[src/verilog/ppp_pkg.sv]
// package: offsets, field layout, reset values and carriers of the peripheral ports
package ppp_pkg;

  // ----------------------------------------------------------------
  // register offsets (byte addresses)
  // ----------------------------------------------------------------
  localparam logic [7:0] PPP_OFS_PORT_A_DATA  = 8'h00;
  localparam logic [7:0] PPP_OFS_PORT_B_DATA  = 8'h04;
  localparam logic [7:0] PPP_OFS_PORT_C_DATA  = 8'h08;
  localparam logic [7:0] PPP_OFS_MODE_CONTROL = 8'h0C;

  // ----------------------------------------------------------------
  // mode control word layout
  // ----------------------------------------------------------------
  localparam logic [7:0] PPP_CTL_RESET        = 8'h1B;
  localparam int         PPP_CTL_SELECT       = 7;
  localparam int         PPP_CTL_A_MODE_HIGH  = 6;
  localparam int         PPP_CTL_A_MODE_LOW   = 5;
  localparam int         PPP_CTL_A_DIR        = 4;
  localparam int         PPP_CTL_C_UPPER_DIR  = 3;
  localparam int         PPP_CTL_B_MODE       = 2;
  localparam int         PPP_CTL_B_DIR        = 1;
  localparam int         PPP_CTL_C_LOWER_DIR  = 0;
  localparam int         PPP_CTL_INDEX_MSB    = 3;
  localparam int         PPP_CTL_INDEX_LSB    = 1;
  localparam int         PPP_CTL_SET_VALUE    = 0;

  // ----------------------------------------------------------------
  // port C handshake pin positions
  // ----------------------------------------------------------------
  localparam int         PPP_PC_B_REQUEST     = 0;
  localparam int         PPP_PC_B_FLAG        = 1;
  localparam int         PPP_PC_B_STROBE      = 2;
  localparam int         PPP_PC_A_REQUEST     = 3;
  localparam int         PPP_PC_A_STROBE      = 4;
  localparam int         PPP_PC_A_FULL        = 5;
  localparam int         PPP_PC_A_ACK         = 6;
  localparam int         PPP_PC_A_EMPTY_N     = 7;

  // ----------------------------------------------------------------
  // group modes
  // ----------------------------------------------------------------
  typedef enum {
    PPP_MODE_BASIC,
    PPP_MODE_STROBED,
    PPP_MODE_BIDIR
  } ppp_mode_e;

  // ----------------------------------------------------------------
  // carriers
  // ----------------------------------------------------------------
  typedef struct packed {
    logic [7:0] a;
    logic [7:0] b;
    logic [7:0] c;
  } ppp_pins_s;

  typedef struct packed {
    logic [7:0]  ctl;
    logic [7:0]  a_lat;
    logic [7:0]  b_lat;
    logic [7:0]  c_lat;
    logic [7:0]  a_in_lat;
    logic [7:0]  b_in_lat;
    logic        ibf_a;
    logic        ibf_b;
    logic        obf_a;
    logic        obf_b;
    logic        irq_enable_flop_a;
    logic        irq_enable_flop_b;
    logic [7:0]  prev_c;
    ppp_pins_s   pin_out;
    ppp_pins_s   pin_oe;
    logic [31:0] prdata;
    logic        pready;
    logic        pslverr;
  } ppp_state_s;

  localparam ppp_state_s PPP_STATE_RESET = '{ctl: PPP_CTL_RESET, default: '0};

endpackage : ppp_pkg

[src/verilog/ppp_ports.sv]
// programmable peripheral ports: three 8-bit ports behind an APB slave
//
// Implementation choice: register access over APB.
`timescale 1ns/1ns
module ppp_ports (
  input  wire logic        pclk,
  input  wire logic        presetn,
  input  wire logic        pclk_en,
  input  wire logic        psel,
  input  wire logic        penable,
  input  wire logic        pwrite,
  input  wire logic [7:0]  paddr,
  input  wire logic [31:0] pwdata,
  output logic      [31:0] prdata,
  output logic             pready,
  output logic             pslverr,
  input  wire logic [7:0]  first_port_pins_in,
  output logic      [7:0]  first_port_pins_out,
  output logic      [7:0]  first_port_pins_oe,
  input  wire logic [7:0]  second_port_pins_in,
  output logic      [7:0]  second_port_pins_out,
  output logic      [7:0]  second_port_pins_oe,
  input  wire logic [7:0]  third_port_pins_in,
  output logic      [7:0]  third_port_pins_out,
  output logic      [7:0]  third_port_pins_oe
);

  // ----------------------------------------------------------------
  // decoding helpers
  // ----------------------------------------------------------------
  function automatic ppp_pkg::ppp_mode_e group_a_mode(input logic [7:0] ctl);
    if (ctl[ppp_pkg::PPP_CTL_A_MODE_HIGH]) begin
      return ppp_pkg::PPP_MODE_BIDIR;
    end else if (ctl[ppp_pkg::PPP_CTL_A_MODE_LOW]) begin
      return ppp_pkg::PPP_MODE_STROBED;
    end
    return ppp_pkg::PPP_MODE_BASIC;
  endfunction : group_a_mode

  function automatic ppp_pkg::ppp_mode_e group_b_mode(input logic [7:0] ctl);
    if (ctl[ppp_pkg::PPP_CTL_B_MODE]) begin
      return ppp_pkg::PPP_MODE_STROBED;
    end
    return ppp_pkg::PPP_MODE_BASIC;
  endfunction : group_b_mode

  // ----------------------------------------------------------------
  // pin synchronisers
  // ----------------------------------------------------------------
  ppp_pkg::ppp_pins_s pins_sync;

  ppp_sync2 #(
    .WIDTH (24)
  ) u_pin_sync (
    .pclk     (pclk),
    .presetn  (presetn),
    .pclk_en  (pclk_en),
    .async_in ({first_port_pins_in, second_port_pins_in, third_port_pins_in}),
    .sync_out (pins_sync)
  );

  // ----------------------------------------------------------------
  // state
  // ----------------------------------------------------------------
  ppp_pkg::ppp_state_s state_reg;
  ppp_pkg::ppp_state_s state_next;

  ppp_pkg::ppp_mode_e  mode_a;
  ppp_pkg::ppp_mode_e  mode_b;
  ppp_pkg::ppp_mode_e  new_mode_a;
  ppp_pkg::ppp_mode_e  new_mode_b;
  logic                setup_phase;
  logic                access_wr;
  logic                access_rd;
  logic                strobe_a;
  logic                strobe_b;
  logic                ack_a;
  logic                ack_b;
  logic                strobe_a_fall;
  logic                strobe_b_fall;
  logic                ack_a_fall;
  logic                ack_b_fall;
  logic                a_is_input;
  logic                b_is_input;
  logic                req_a;
  logic                req_b;
  logic [2:0]          bit_index;
  logic [7:0]          c_read;
  logic [7:0]          rd_value;
  logic                addr_hit;

  // ----------------------------------------------------------------
  // next-state logic
  // ----------------------------------------------------------------
  always_comb begin
    state_next  = state_reg;
    mode_a      = group_a_mode(state_reg.ctl);
    mode_b      = group_b_mode(state_reg.ctl);
    a_is_input  = state_reg.ctl[ppp_pkg::PPP_CTL_A_DIR];
    b_is_input  = state_reg.ctl[ppp_pkg::PPP_CTL_B_DIR];
    setup_phase = psel && !penable;
    access_wr   = psel && penable && state_reg.pready && pwrite;
    access_rd   = psel && penable && state_reg.pready && !pwrite;
    bit_index   = pwdata[ppp_pkg::PPP_CTL_INDEX_MSB:ppp_pkg::PPP_CTL_INDEX_LSB];

    // handshake inputs after synchronisation, edges against last cycle
    strobe_a      = pins_sync.c[ppp_pkg::PPP_PC_A_STROBE];
    ack_a         = pins_sync.c[ppp_pkg::PPP_PC_A_ACK];
    strobe_b      = pins_sync.c[ppp_pkg::PPP_PC_B_STROBE];
    ack_b         = pins_sync.c[ppp_pkg::PPP_PC_B_STROBE];
    strobe_a_fall = state_reg.prev_c[ppp_pkg::PPP_PC_A_STROBE] && !strobe_a;
    ack_a_fall    = state_reg.prev_c[ppp_pkg::PPP_PC_A_ACK] && !ack_a;
    strobe_b_fall = state_reg.prev_c[ppp_pkg::PPP_PC_B_STROBE] && !strobe_b;
    ack_b_fall    = strobe_b_fall;
    state_next.prev_c = pins_sync.c;

    // ----------------------------------------------------------------
    // APB answer: data prepared in setup, pready high in access
    // ----------------------------------------------------------------
    c_read   = (state_reg.pin_oe.c & state_reg.pin_out.c) | (~state_reg.pin_oe.c & pins_sync.c);
    addr_hit = 1'b1;
    rd_value = 8'h00;
    case (paddr)
      ppp_pkg::PPP_OFS_PORT_A_DATA: begin
        if (mode_a == ppp_pkg::PPP_MODE_BIDIR) begin
          rd_value = state_reg.a_in_lat;
        end else if (!a_is_input) begin
          rd_value = state_reg.a_lat;
        end else if (mode_a == ppp_pkg::PPP_MODE_STROBED) begin
          rd_value = state_reg.a_in_lat;
        end else begin
          rd_value = pins_sync.a;
        end
      end
      ppp_pkg::PPP_OFS_PORT_B_DATA: begin
        if (!b_is_input) begin
          rd_value = state_reg.b_lat;
        end else if (mode_b == ppp_pkg::PPP_MODE_STROBED) begin
          rd_value = state_reg.b_in_lat;
        end else begin
          rd_value = pins_sync.b;
        end
      end
      ppp_pkg::PPP_OFS_PORT_C_DATA: begin
        rd_value = c_read;
      end
      ppp_pkg::PPP_OFS_MODE_CONTROL: begin
        rd_value = 8'h00;
      end
      default: begin
        addr_hit = 1'b0;
      end
    endcase

    state_next.pready  = 1'b0;
    state_next.pslverr = 1'b0;
    if (setup_phase) begin
      state_next.pready  = 1'b1;
      state_next.pslverr = !addr_hit;
      state_next.prdata  = {24'h000000, rd_value};
    end

    // ----------------------------------------------------------------
    // strobed inputs: latch while strobe low, flag on falling edge
    // ----------------------------------------------------------------
    if ((mode_a == ppp_pkg::PPP_MODE_BIDIR) || (mode_a == ppp_pkg::PPP_MODE_STROBED && a_is_input)) begin
      if (!strobe_a) begin
        state_next.a_in_lat = pins_sync.a;
      end
      if (access_rd && paddr == ppp_pkg::PPP_OFS_PORT_A_DATA) begin
        state_next.ibf_a = 1'b0;
      end
      if (strobe_a_fall) begin
        state_next.ibf_a = 1'b1;
      end
    end
    if (mode_b == ppp_pkg::PPP_MODE_STROBED && b_is_input) begin
      if (!strobe_b) begin
        state_next.b_in_lat = pins_sync.b;
      end
      if (access_rd && paddr == ppp_pkg::PPP_OFS_PORT_B_DATA) begin
        state_next.ibf_b = 1'b0;
      end
      if (strobe_b_fall) begin
        state_next.ibf_b = 1'b1;
      end
    end

    // strobed outputs: acknowledge empties the latch, a write fills it
    if ((mode_a == ppp_pkg::PPP_MODE_BIDIR) || (mode_a == ppp_pkg::PPP_MODE_STROBED && !a_is_input)) begin
      if (ack_a_fall) begin
        state_next.obf_a = 1'b0;
      end
      if (access_wr && paddr == ppp_pkg::PPP_OFS_PORT_A_DATA) begin
        state_next.obf_a = 1'b1;
      end
    end
    if (mode_b == ppp_pkg::PPP_MODE_STROBED && !b_is_input) begin
      if (ack_b_fall) begin
        state_next.obf_b = 1'b0;
      end
      if (access_wr && paddr == ppp_pkg::PPP_OFS_PORT_B_DATA) begin
        state_next.obf_b = 1'b1;
      end
    end

    // ----------------------------------------------------------------
    // register writes
    // ----------------------------------------------------------------
    if (access_wr) begin
      case (paddr)
        ppp_pkg::PPP_OFS_PORT_A_DATA: begin
          state_next.a_lat = pwdata[7:0];
        end
        ppp_pkg::PPP_OFS_PORT_B_DATA: begin
          state_next.b_lat = pwdata[7:0];
        end
        ppp_pkg::PPP_OFS_PORT_C_DATA: begin
          state_next.c_lat = pwdata[7:0];
        end
        ppp_pkg::PPP_OFS_MODE_CONTROL: begin
          if (pwdata[ppp_pkg::PPP_CTL_SELECT]) begin
            state_next.ctl      = pwdata[7:0];
            state_next.a_lat    = 8'h00;
            state_next.b_lat    = 8'h00;
            state_next.c_lat    = 8'h00;
            state_next.a_in_lat = 8'h00;
            state_next.b_in_lat = 8'h00;
            state_next.ibf_a    = 1'b0;
            state_next.ibf_b    = 1'b0;
            state_next.obf_a    = 1'b0;
            state_next.obf_b    = 1'b0;
            state_next.irq_enable_flop_a   = 1'b0;
            state_next.irq_enable_flop_b   = 1'b0;
          end else begin
            state_next.c_lat[bit_index] = pwdata[ppp_pkg::PPP_CTL_SET_VALUE];
            if (mode_a != ppp_pkg::PPP_MODE_BASIC &&
                (bit_index == 3'(ppp_pkg::PPP_PC_A_STROBE) || bit_index == 3'(ppp_pkg::PPP_PC_A_ACK))) begin
              state_next.irq_enable_flop_a = pwdata[ppp_pkg::PPP_CTL_SET_VALUE];
            end
            if (mode_b != ppp_pkg::PPP_MODE_BASIC && bit_index == 3'(ppp_pkg::PPP_PC_B_STROBE)) begin
              state_next.irq_enable_flop_b = pwdata[ppp_pkg::PPP_CTL_SET_VALUE];
            end
          end
        end
        default: begin
        end
      endcase
    end

    // ----------------------------------------------------------------
    // pin image from the new state
    // ----------------------------------------------------------------
    new_mode_a = group_a_mode(state_next.ctl);
    new_mode_b = group_b_mode(state_next.ctl);

    // service requests: input side and output side, gated by enable
    req_a = 1'b0;
    if (new_mode_a != ppp_pkg::PPP_MODE_BASIC) begin
      if (new_mode_a == ppp_pkg::PPP_MODE_BIDIR || state_next.ctl[ppp_pkg::PPP_CTL_A_DIR]) begin
        req_a = req_a || (strobe_a && state_next.ibf_a && state_next.irq_enable_flop_a);
      end
      if (new_mode_a == ppp_pkg::PPP_MODE_BIDIR || !state_next.ctl[ppp_pkg::PPP_CTL_A_DIR]) begin
        req_a = req_a || (ack_a && !state_next.obf_a && state_next.irq_enable_flop_a);
      end
    end
    req_b = 1'b0;
    if (new_mode_b == ppp_pkg::PPP_MODE_STROBED) begin
      if (state_next.ctl[ppp_pkg::PPP_CTL_B_DIR]) begin
        req_b = strobe_b && state_next.ibf_b && state_next.irq_enable_flop_b;
      end else begin
        req_b = ack_b && !state_next.obf_b && state_next.irq_enable_flop_b;
      end
    end

    // data ports: latched value, enable from direction, or from ack for port A in bidir mode
    state_next.pin_out.a = state_next.a_lat;
    state_next.pin_out.b = state_next.b_lat;
    state_next.pin_oe.b  = {8{!state_next.ctl[ppp_pkg::PPP_CTL_B_DIR]}};
    if (new_mode_a == ppp_pkg::PPP_MODE_BIDIR) begin
      state_next.pin_oe.a = {8{!ack_a}};
    end else begin
      state_next.pin_oe.a = {8{!state_next.ctl[ppp_pkg::PPP_CTL_A_DIR]}};
    end

    // port C halves as plain I/O first
    state_next.pin_out.c     = state_next.c_lat;
    state_next.pin_oe.c[7:4] = {4{!state_next.ctl[ppp_pkg::PPP_CTL_C_UPPER_DIR]}};
    state_next.pin_oe.c[3:0] = {4{!state_next.ctl[ppp_pkg::PPP_CTL_C_LOWER_DIR]}};

    // group A handshake lines take over C bit 3, plus 5:4 on input and 7:6 on output (all of 7:3 in bidir)
    if (new_mode_a != ppp_pkg::PPP_MODE_BASIC) begin
      state_next.pin_out.c[ppp_pkg::PPP_PC_A_REQUEST] = req_a;
      state_next.pin_oe.c[ppp_pkg::PPP_PC_A_REQUEST]  = 1'b1;
      if (new_mode_a == ppp_pkg::PPP_MODE_BIDIR || state_next.ctl[ppp_pkg::PPP_CTL_A_DIR]) begin
        state_next.pin_oe.c[ppp_pkg::PPP_PC_A_STROBE] = 1'b0;
        state_next.pin_out.c[ppp_pkg::PPP_PC_A_FULL]  = state_next.ibf_a;
        state_next.pin_oe.c[ppp_pkg::PPP_PC_A_FULL]   = 1'b1;
      end
      if (new_mode_a == ppp_pkg::PPP_MODE_BIDIR || !state_next.ctl[ppp_pkg::PPP_CTL_A_DIR]) begin
        state_next.pin_oe.c[ppp_pkg::PPP_PC_A_ACK]      = 1'b0;
        state_next.pin_out.c[ppp_pkg::PPP_PC_A_EMPTY_N] = !state_next.obf_a;
        state_next.pin_oe.c[ppp_pkg::PPP_PC_A_EMPTY_N]  = 1'b1;
      end
    end

    // group B handshake lines take over C bits 2:0
    if (new_mode_b == ppp_pkg::PPP_MODE_STROBED) begin
      state_next.pin_out.c[ppp_pkg::PPP_PC_B_REQUEST] = req_b;
      state_next.pin_oe.c[ppp_pkg::PPP_PC_B_REQUEST]  = 1'b1;
      state_next.pin_oe.c[ppp_pkg::PPP_PC_B_STROBE]   = 1'b0;
      state_next.pin_oe.c[ppp_pkg::PPP_PC_B_FLAG]     = 1'b1;
      if (state_next.ctl[ppp_pkg::PPP_CTL_B_DIR]) begin
        state_next.pin_out.c[ppp_pkg::PPP_PC_B_FLAG] = state_next.ibf_b;
      end else begin
        state_next.pin_out.c[ppp_pkg::PPP_PC_B_FLAG] = !state_next.obf_b;
      end
    end
  end

  // ----------------------------------------------------------------
  // state register
  // ----------------------------------------------------------------
  always_ff @(posedge pclk or negedge presetn) begin
    if (!presetn) begin
      state_reg <= ppp_pkg::PPP_STATE_RESET;
    end else if (pclk_en) begin
      state_reg <= state_next;
    end
  end

  // ----------------------------------------------------------------
  // outputs
  // ----------------------------------------------------------------
  assign prdata               = state_reg.prdata;
  assign pready               = state_reg.pready;
  assign pslverr              = state_reg.pslverr;
  assign first_port_pins_out  = state_reg.pin_out.a;
  assign first_port_pins_oe   = state_reg.pin_oe.a;
  assign second_port_pins_out = state_reg.pin_out.b;
  assign second_port_pins_oe  = state_reg.pin_oe.b;
  assign third_port_pins_out  = state_reg.pin_out.c;
  assign third_port_pins_oe   = state_reg.pin_oe.c;

endmodule : ppp_ports

[src/verilog/ppp_sync2.sv]
// two-flop synchroniser for the port pin inputs
`timescale 1ns/1ns
module ppp_sync2 #(
  parameter int WIDTH = 24
) (
  input  wire logic             pclk,
  input  wire logic             presetn,
  input  wire logic             pclk_en,
  input  wire logic [WIDTH-1:0] async_in,
  output logic      [WIDTH-1:0] sync_out
);

  logic [WIDTH-1:0] stage1_reg;
  logic [WIDTH-1:0] stage2_reg;

  always_ff @(posedge pclk or negedge presetn) begin
    if (!presetn) begin
      stage1_reg <= '0;
      stage2_reg <= '0;
    end else if (pclk_en) begin
      stage1_reg <= async_in;
      stage2_reg <= stage1_reg;
    end
  end

  assign sync_out = stage2_reg;

endmodule : ppp_sync2

[config.mk]
export PLATFORM = sky130hd
export DESIGN_NAME = ppp_ports
export DESIGN_NICKNAME = d
export VERILOG_FILES = /design/src/verilog/ppp_pkg.sv /design/src/verilog/ppp_ports.sv /design/src/verilog/ppp_sync2.sv
export SDC_FILE = /design/constraint.sdc
export NUM_CORES = 1
export LEC_CHECK = 0
export BUFFER_PORTS_ARGS = -buffer_cell sky130_fd_sc_hd__buf_2
export CORE_ASPECT_RATIO = 1.4
export CORE_MARGIN = 5
export CORE_UTILIZATION = 49
export DETAILED_ROUTE_END_ITERATION = 10
export PLACE_DENSITY_LB_ADDON = 0.2
export SLEW_MARGIN = 20
export SYNTH_ARGS = -nofsm -noshare
export SYNTH_HDL_FRONTEND = slang
export SYNTH_SLANG_ARGS = --single-unit
[constraint.sdc]
create_clock -name pclk -period 1.8 [get_ports pclk]
set_input_delay 0.27 -clock pclk [delete_from_list [all_inputs] [get_ports pclk]]
set_output_delay 0.27 -clock pclk [all_outputs]
set_load 0.01 [all_outputs]
==> summary by stage <==
Timing
The post-route clock skew is 0.006975 ns. Setup repair after global routing could not meet its margin everywhere. The maximum clock rate is 562.1 MHz. The count of endpoints failing hold in the final timing report is 0. The final setup violation count is 0. The final worst slack is 0.02108 ns. The minimum clock period after layout is 1.779 ns. The max-slew headroom at the worst pin is 65.59%.

The max-slew violation total from the final report is 0. The actual transition at the worst max-transition pin is 0.5108 ns. The final critical path takes up 98.83% of the cycle. The setup total negative slack is 0 ns.

Power
The part of the total power dissipated in the clock network is 46.2%. The analysis attributes to cell leakage a power of 3.827 nW. The largest voltage drop on the vdd net is 0.5901 mV. The total power density per cell area is 922.7 nW/um^2. In this run switching power makes up 25.51% of total power. The fraction of power consumed by combinational cells is 10.8%. Per report_power, the sequential group accounts for 43.0% of the total. Internal power comes to 5.596 mW. In this run the power spent charging and discharging nets is 1.917 mW.

Detailed routing
For this run, design rule violations remaining after detail routing come to 0. The first detailed-routing pass took 5 iterations. After detailed routing, the average wire length per cell comes to 19.00 um. The overall via count from detail_route is 5222. The number of antenna-violating nets in the routed design is 0. Summed over all layers, the routed wires come to 18070 um. The met2 layer wire length in the routed design is 9413 um.

The length of routed wiring on met1 is 6935 um. The routed design uses 1143 um of met3 wire. The top routing layer in use is met4.

After detailed routing, the number of vias per cell comes to 5.491. For this block, the initial DRC count from the detailed router was 275.

Setup path
The highest fanout seen on the critical path is 5. Data on the critical path is required at its endpoint by 2.10 ns. The startpoint-to-endpoint class of the critical path is register to register. Setup slack on the worst reg-to-reg path comes out at 0.02 ns. The worst setup path is captured at a register. The most critical setup path has its startpoint at pready. In this run the critical register-to-register path is launched from pready. The worst reg-to-reg path cell count is 7. The worst path arrival time is 2.08 ns. STA classifies the critical path startpoint as a register. The endpoint of the lowest-slack register-to-register path is third_port_pins_out[5].

Floorplanning
The die outline area is 16400 um^2. The die is 109.7 um wide. The starting density of the core is 49.45%. The floorplan step set the die height to 149.5 um.

The placeable core region is 13780 um^2. In this run the core area contains 51 standard-cell rows. In this run the count of I/O pins placed on the die edge is 152.

GRT
The via count of the first global-routing pass came to 5270. After global routing the overflow that remains totals 0. The number of antenna violations at the first check in global routing is 0.

The combined global-route utilization of all metal layers is 22.71%. Entering global routing, the biggest net connects 44 pins. The wire length of the first global-routing pass is 28330 um.

Logic synthesis
Yosys printed 0 warnings. The number of enable flip-flop cells after synthesis is 0. For this run, asynchronously set or reset flops after synthesis account for 100.0%. The count of different cell masters after synthesis is 54. After synthesis the netlist holds a flip-flop and latch count of 128. The post-synthesis cell area is 6815 um^2. The most frequently used flop master after synthesis is sky130_fd_sc_hd__dfrtp_1. The instance count of the mapped netlist is 664. In this run the mean area of a mapped cell was 10.26 um^2. The register area share after synthesis is 47.07%.

Clock network
The deepest level of the CTS H-tree is 4. The later pin in the worst-skew pair is clocked with a latency of 0.41 ns. For this design, the sink count on the clock tree is 128. In this run the deepest clock path goes through 2 buffers. Buffers inserted during clock tree synthesis total 17. The TritonCTS clock tree is yes.

The root buffer cell chosen for the clock tree is sky130_fd_sc_hd__clkbuf_16. Clock-pin slew was measured on the worst setup and hold paths at 0.06 ns.

Layout
The fill cell instance count of the final layout is 1184. The register with the most flip-flops in the layout has 38 of them. The final non-filler cell area is 8143 um^2. The share of layout cells above drive strength 1 is 38.38%.

The synthesis-to-layout area growth is 19.48%. The multi-input combinational cells in the finished layout cover a total of 2990 um^2. In the layout the commonest cells are sky130_fd_sc_hd__dfrtp_1 (124), sky130_fd_sc_hd__buf_2 (101), sky130_fd_sc_hd__nand2_1 (65). The final net count is 823. The number of diodes added for antenna fixing is 0. Once layout is complete, the utilization of the core stands at 59.08%. Leaving out fill and tap cells, the most frequent cell in the layout is sky130_fd_sc_hd__dfrtp_1.

In the final layout, flip-flops and latches occupy 3208 um^2.

Placed design
At the end of routability-driven placement, the weighted congestion stood at 0.9582. Input and output buffers added on the ports amount to 103. The placement-stage worst setup slack is -0.3415 ns. The cell area after placement is 7441 um^2.

After legalization and detailed placement, the total HPWL measured 13460 um.

Worst hold path
In this run the most critical hold path is launched from third_port_pins_in[0]. The tightest min-delay check is of the input port to register type. For hold timing, the worst endpoint is u_pin_sync.stage1_reg[0]. The worst hold path passes through 2 cells.

Job
The tool flagged a number of max-cap violations equal to 0.

Run status
The run finished with clean final reports.
metrics by stage:
step / total power, mW / std cells / hold WS, ns
finish: 7.513 / 951 / 0.08146
global route: 7.820 / 951 / 0.06970
CTS: 7.556 / 951 / 0.06858
detailed placement: 4.066 / 918 / 0.2152
global placement: 4.043 / 918 / 0.2074
floorplan: 3.770 / 687 / -0.02559
area by class of cell:
type / count / area share (%)
Multi-Input combinational cell: 429 / 36.72
Inverter: 11 / 0.5071
Clock buffer: 19 / 5.562
Clock inverter: 13 / 1.829
Sequential cell: 128 / 39.40
Timing Repair Buffer: 166 / 13.14
Tap cell: 185 / 2.843
routing by layer:
layer  global-route usage (%)  vias up
li1                         -     2422
met2                    39.46      205
met1                    27.63     2563
met5                        0        -
met3                    4.445       32
met4                    8.359        0
power by group through the flow:
stage,Combinational [mW],Clock [mW],Sequential [mW]
4_1_cts,0.800,3.53,3.23
5_1_grt,0.886,3.68,3.25
3_5_place_dp,0.789,0,3.28
3_3_place_gp,0.774,0,3.27
6_report,0.813,3.47,3.23
2_1_floorplan,0.550,0,3.22
worst max path at each step:
| stage | cells after the start | endpoint | slack (ns) |
|---|---|---|---|
| finish | 7 | third_port_pins_out[5] | 0.02 |
| global route | 7 | third_port_pins_out[5] | -0.09 |
| CTS | 9 | third_port_pins_out[0] | 0.003 |
| detailed placement | 7 | second_port_pins_out[3] | -0.34 |
| global placement | 7 | second_port_pins_out[2] | -0.30 |
| floorplan | 6 | state_reg[141] | -0.06 |
cells in the mapped netlist (3+ instances only):
cell | n | area share [%]
sky130_fd_sc_hd__mux2i_1 | 43 | 6.3
sky130_fd_sc_hd__inv_1 | 10 | 0.55
sky130_fd_sc_hd__o221a_2 | 6 | 0.99
sky130_fd_sc_hd__buf_2 | 4 | 0.29
sky130_fd_sc_hd__o2bb2ai_1 | 4 | 0.51
sky130_fd_sc_hd__o22a_1 | 10 | 1.3
sky130_fd_sc_hd__nand3_1 | 8 | 0.59
sky130_fd_sc_hd__buf_1 | 5 | 0.28
sky130_fd_sc_hd__nor2_1 | 36 | 2.0
sky130_fd_sc_hd__a21oi_1 | 21 | 1.5
sky130_fd_sc_hd__mux2_2 | 59 | 9.7
sky130_fd_sc_hd__dfstp_2 | 4 | 1.5
sky130_fd_sc_hd__clkbuf_1 | 29 | 1.6
sky130_fd_sc_hd__o31ai_1 | 3 | 0.33
sky130_fd_sc_hd__o22ai_1 | 4 | 0.37
sky130_fd_sc_hd__o221ai_1 | 6 | 0.77
sky130_fd_sc_hd__or2_2 | 3 | 0.28
sky130_fd_sc_hd__nand2_1 | 68 | 3.7
sky130_fd_sc_hd__nor2b_1 | 8 | 0.73
sky130_fd_sc_hd__nand4_1 | 4 | 0.37
sky130_fd_sc_hd__o21ai_0 | 55 | 4.0
sky130_fd_sc_hd__buf_4 | 81 | 8.9
sky130_fd_sc_hd__nand2b_1 | 5 | 0.46
sky130_fd_sc_hd__nand3b_1 | 7 | 0.77
sky130_fd_sc_hd__and3_1 | 3 | 0.28
sky130_fd_sc_hd__a21o_1 | 4 | 0.44
sky130_fd_sc_hd__o21a_1 | 4 | 0.44
sky130_fd_sc_hd__nor3_1 | 7 | 0.51
sky130_fd_sc_hd__a2bb2oi_1 | 3 | 0.39
sky130_fd_sc_hd__dfrtp_1 | 124 | 46
sky130_fd_sc_hd__a31oi_1 | 5 | 0.46
logic make-up after synthesis:
family	after synthesis	synth area share (%)
other	1	0.05502
flip-flops	128	47.07
AND/OR/NAND/NOR	165	11.95
multiplexers	102	16.06
buffers and inverters	130	11.69
AO/OA/AOI/OAI	138	13.16
timing repair:
item / 4_1_cts / 5_1_grt
setup buffers: 1 / 0
endpoints found under the setup margin: 24 / 23
gates cloned: 0 / 0
pin swaps: 3 / 8
gates resized for setup: 10 / 14
endpoints found under the hold margin: 23 / 0
hold buffers: 1 / 0
critical path, stage by stage, from the launching register on:
cell	delay [ns]
sky130_fd_sc_hd__dfrtp_1	0.37
sky130_fd_sc_hd__and4_4	0.28
sky130_fd_sc_hd__nand4_1	0.19
sky130_fd_sc_hd__mux2i_1	0.18
sky130_fd_sc_hd__o21ai_1	0.11
sky130_fd_sc_hd__buf_4	0.16
sky130_fd_sc_hd__and3_4	0.16
sky130_fd_sc_hd__a211o_1	0.22
Power figures use the tool's default switching activity.
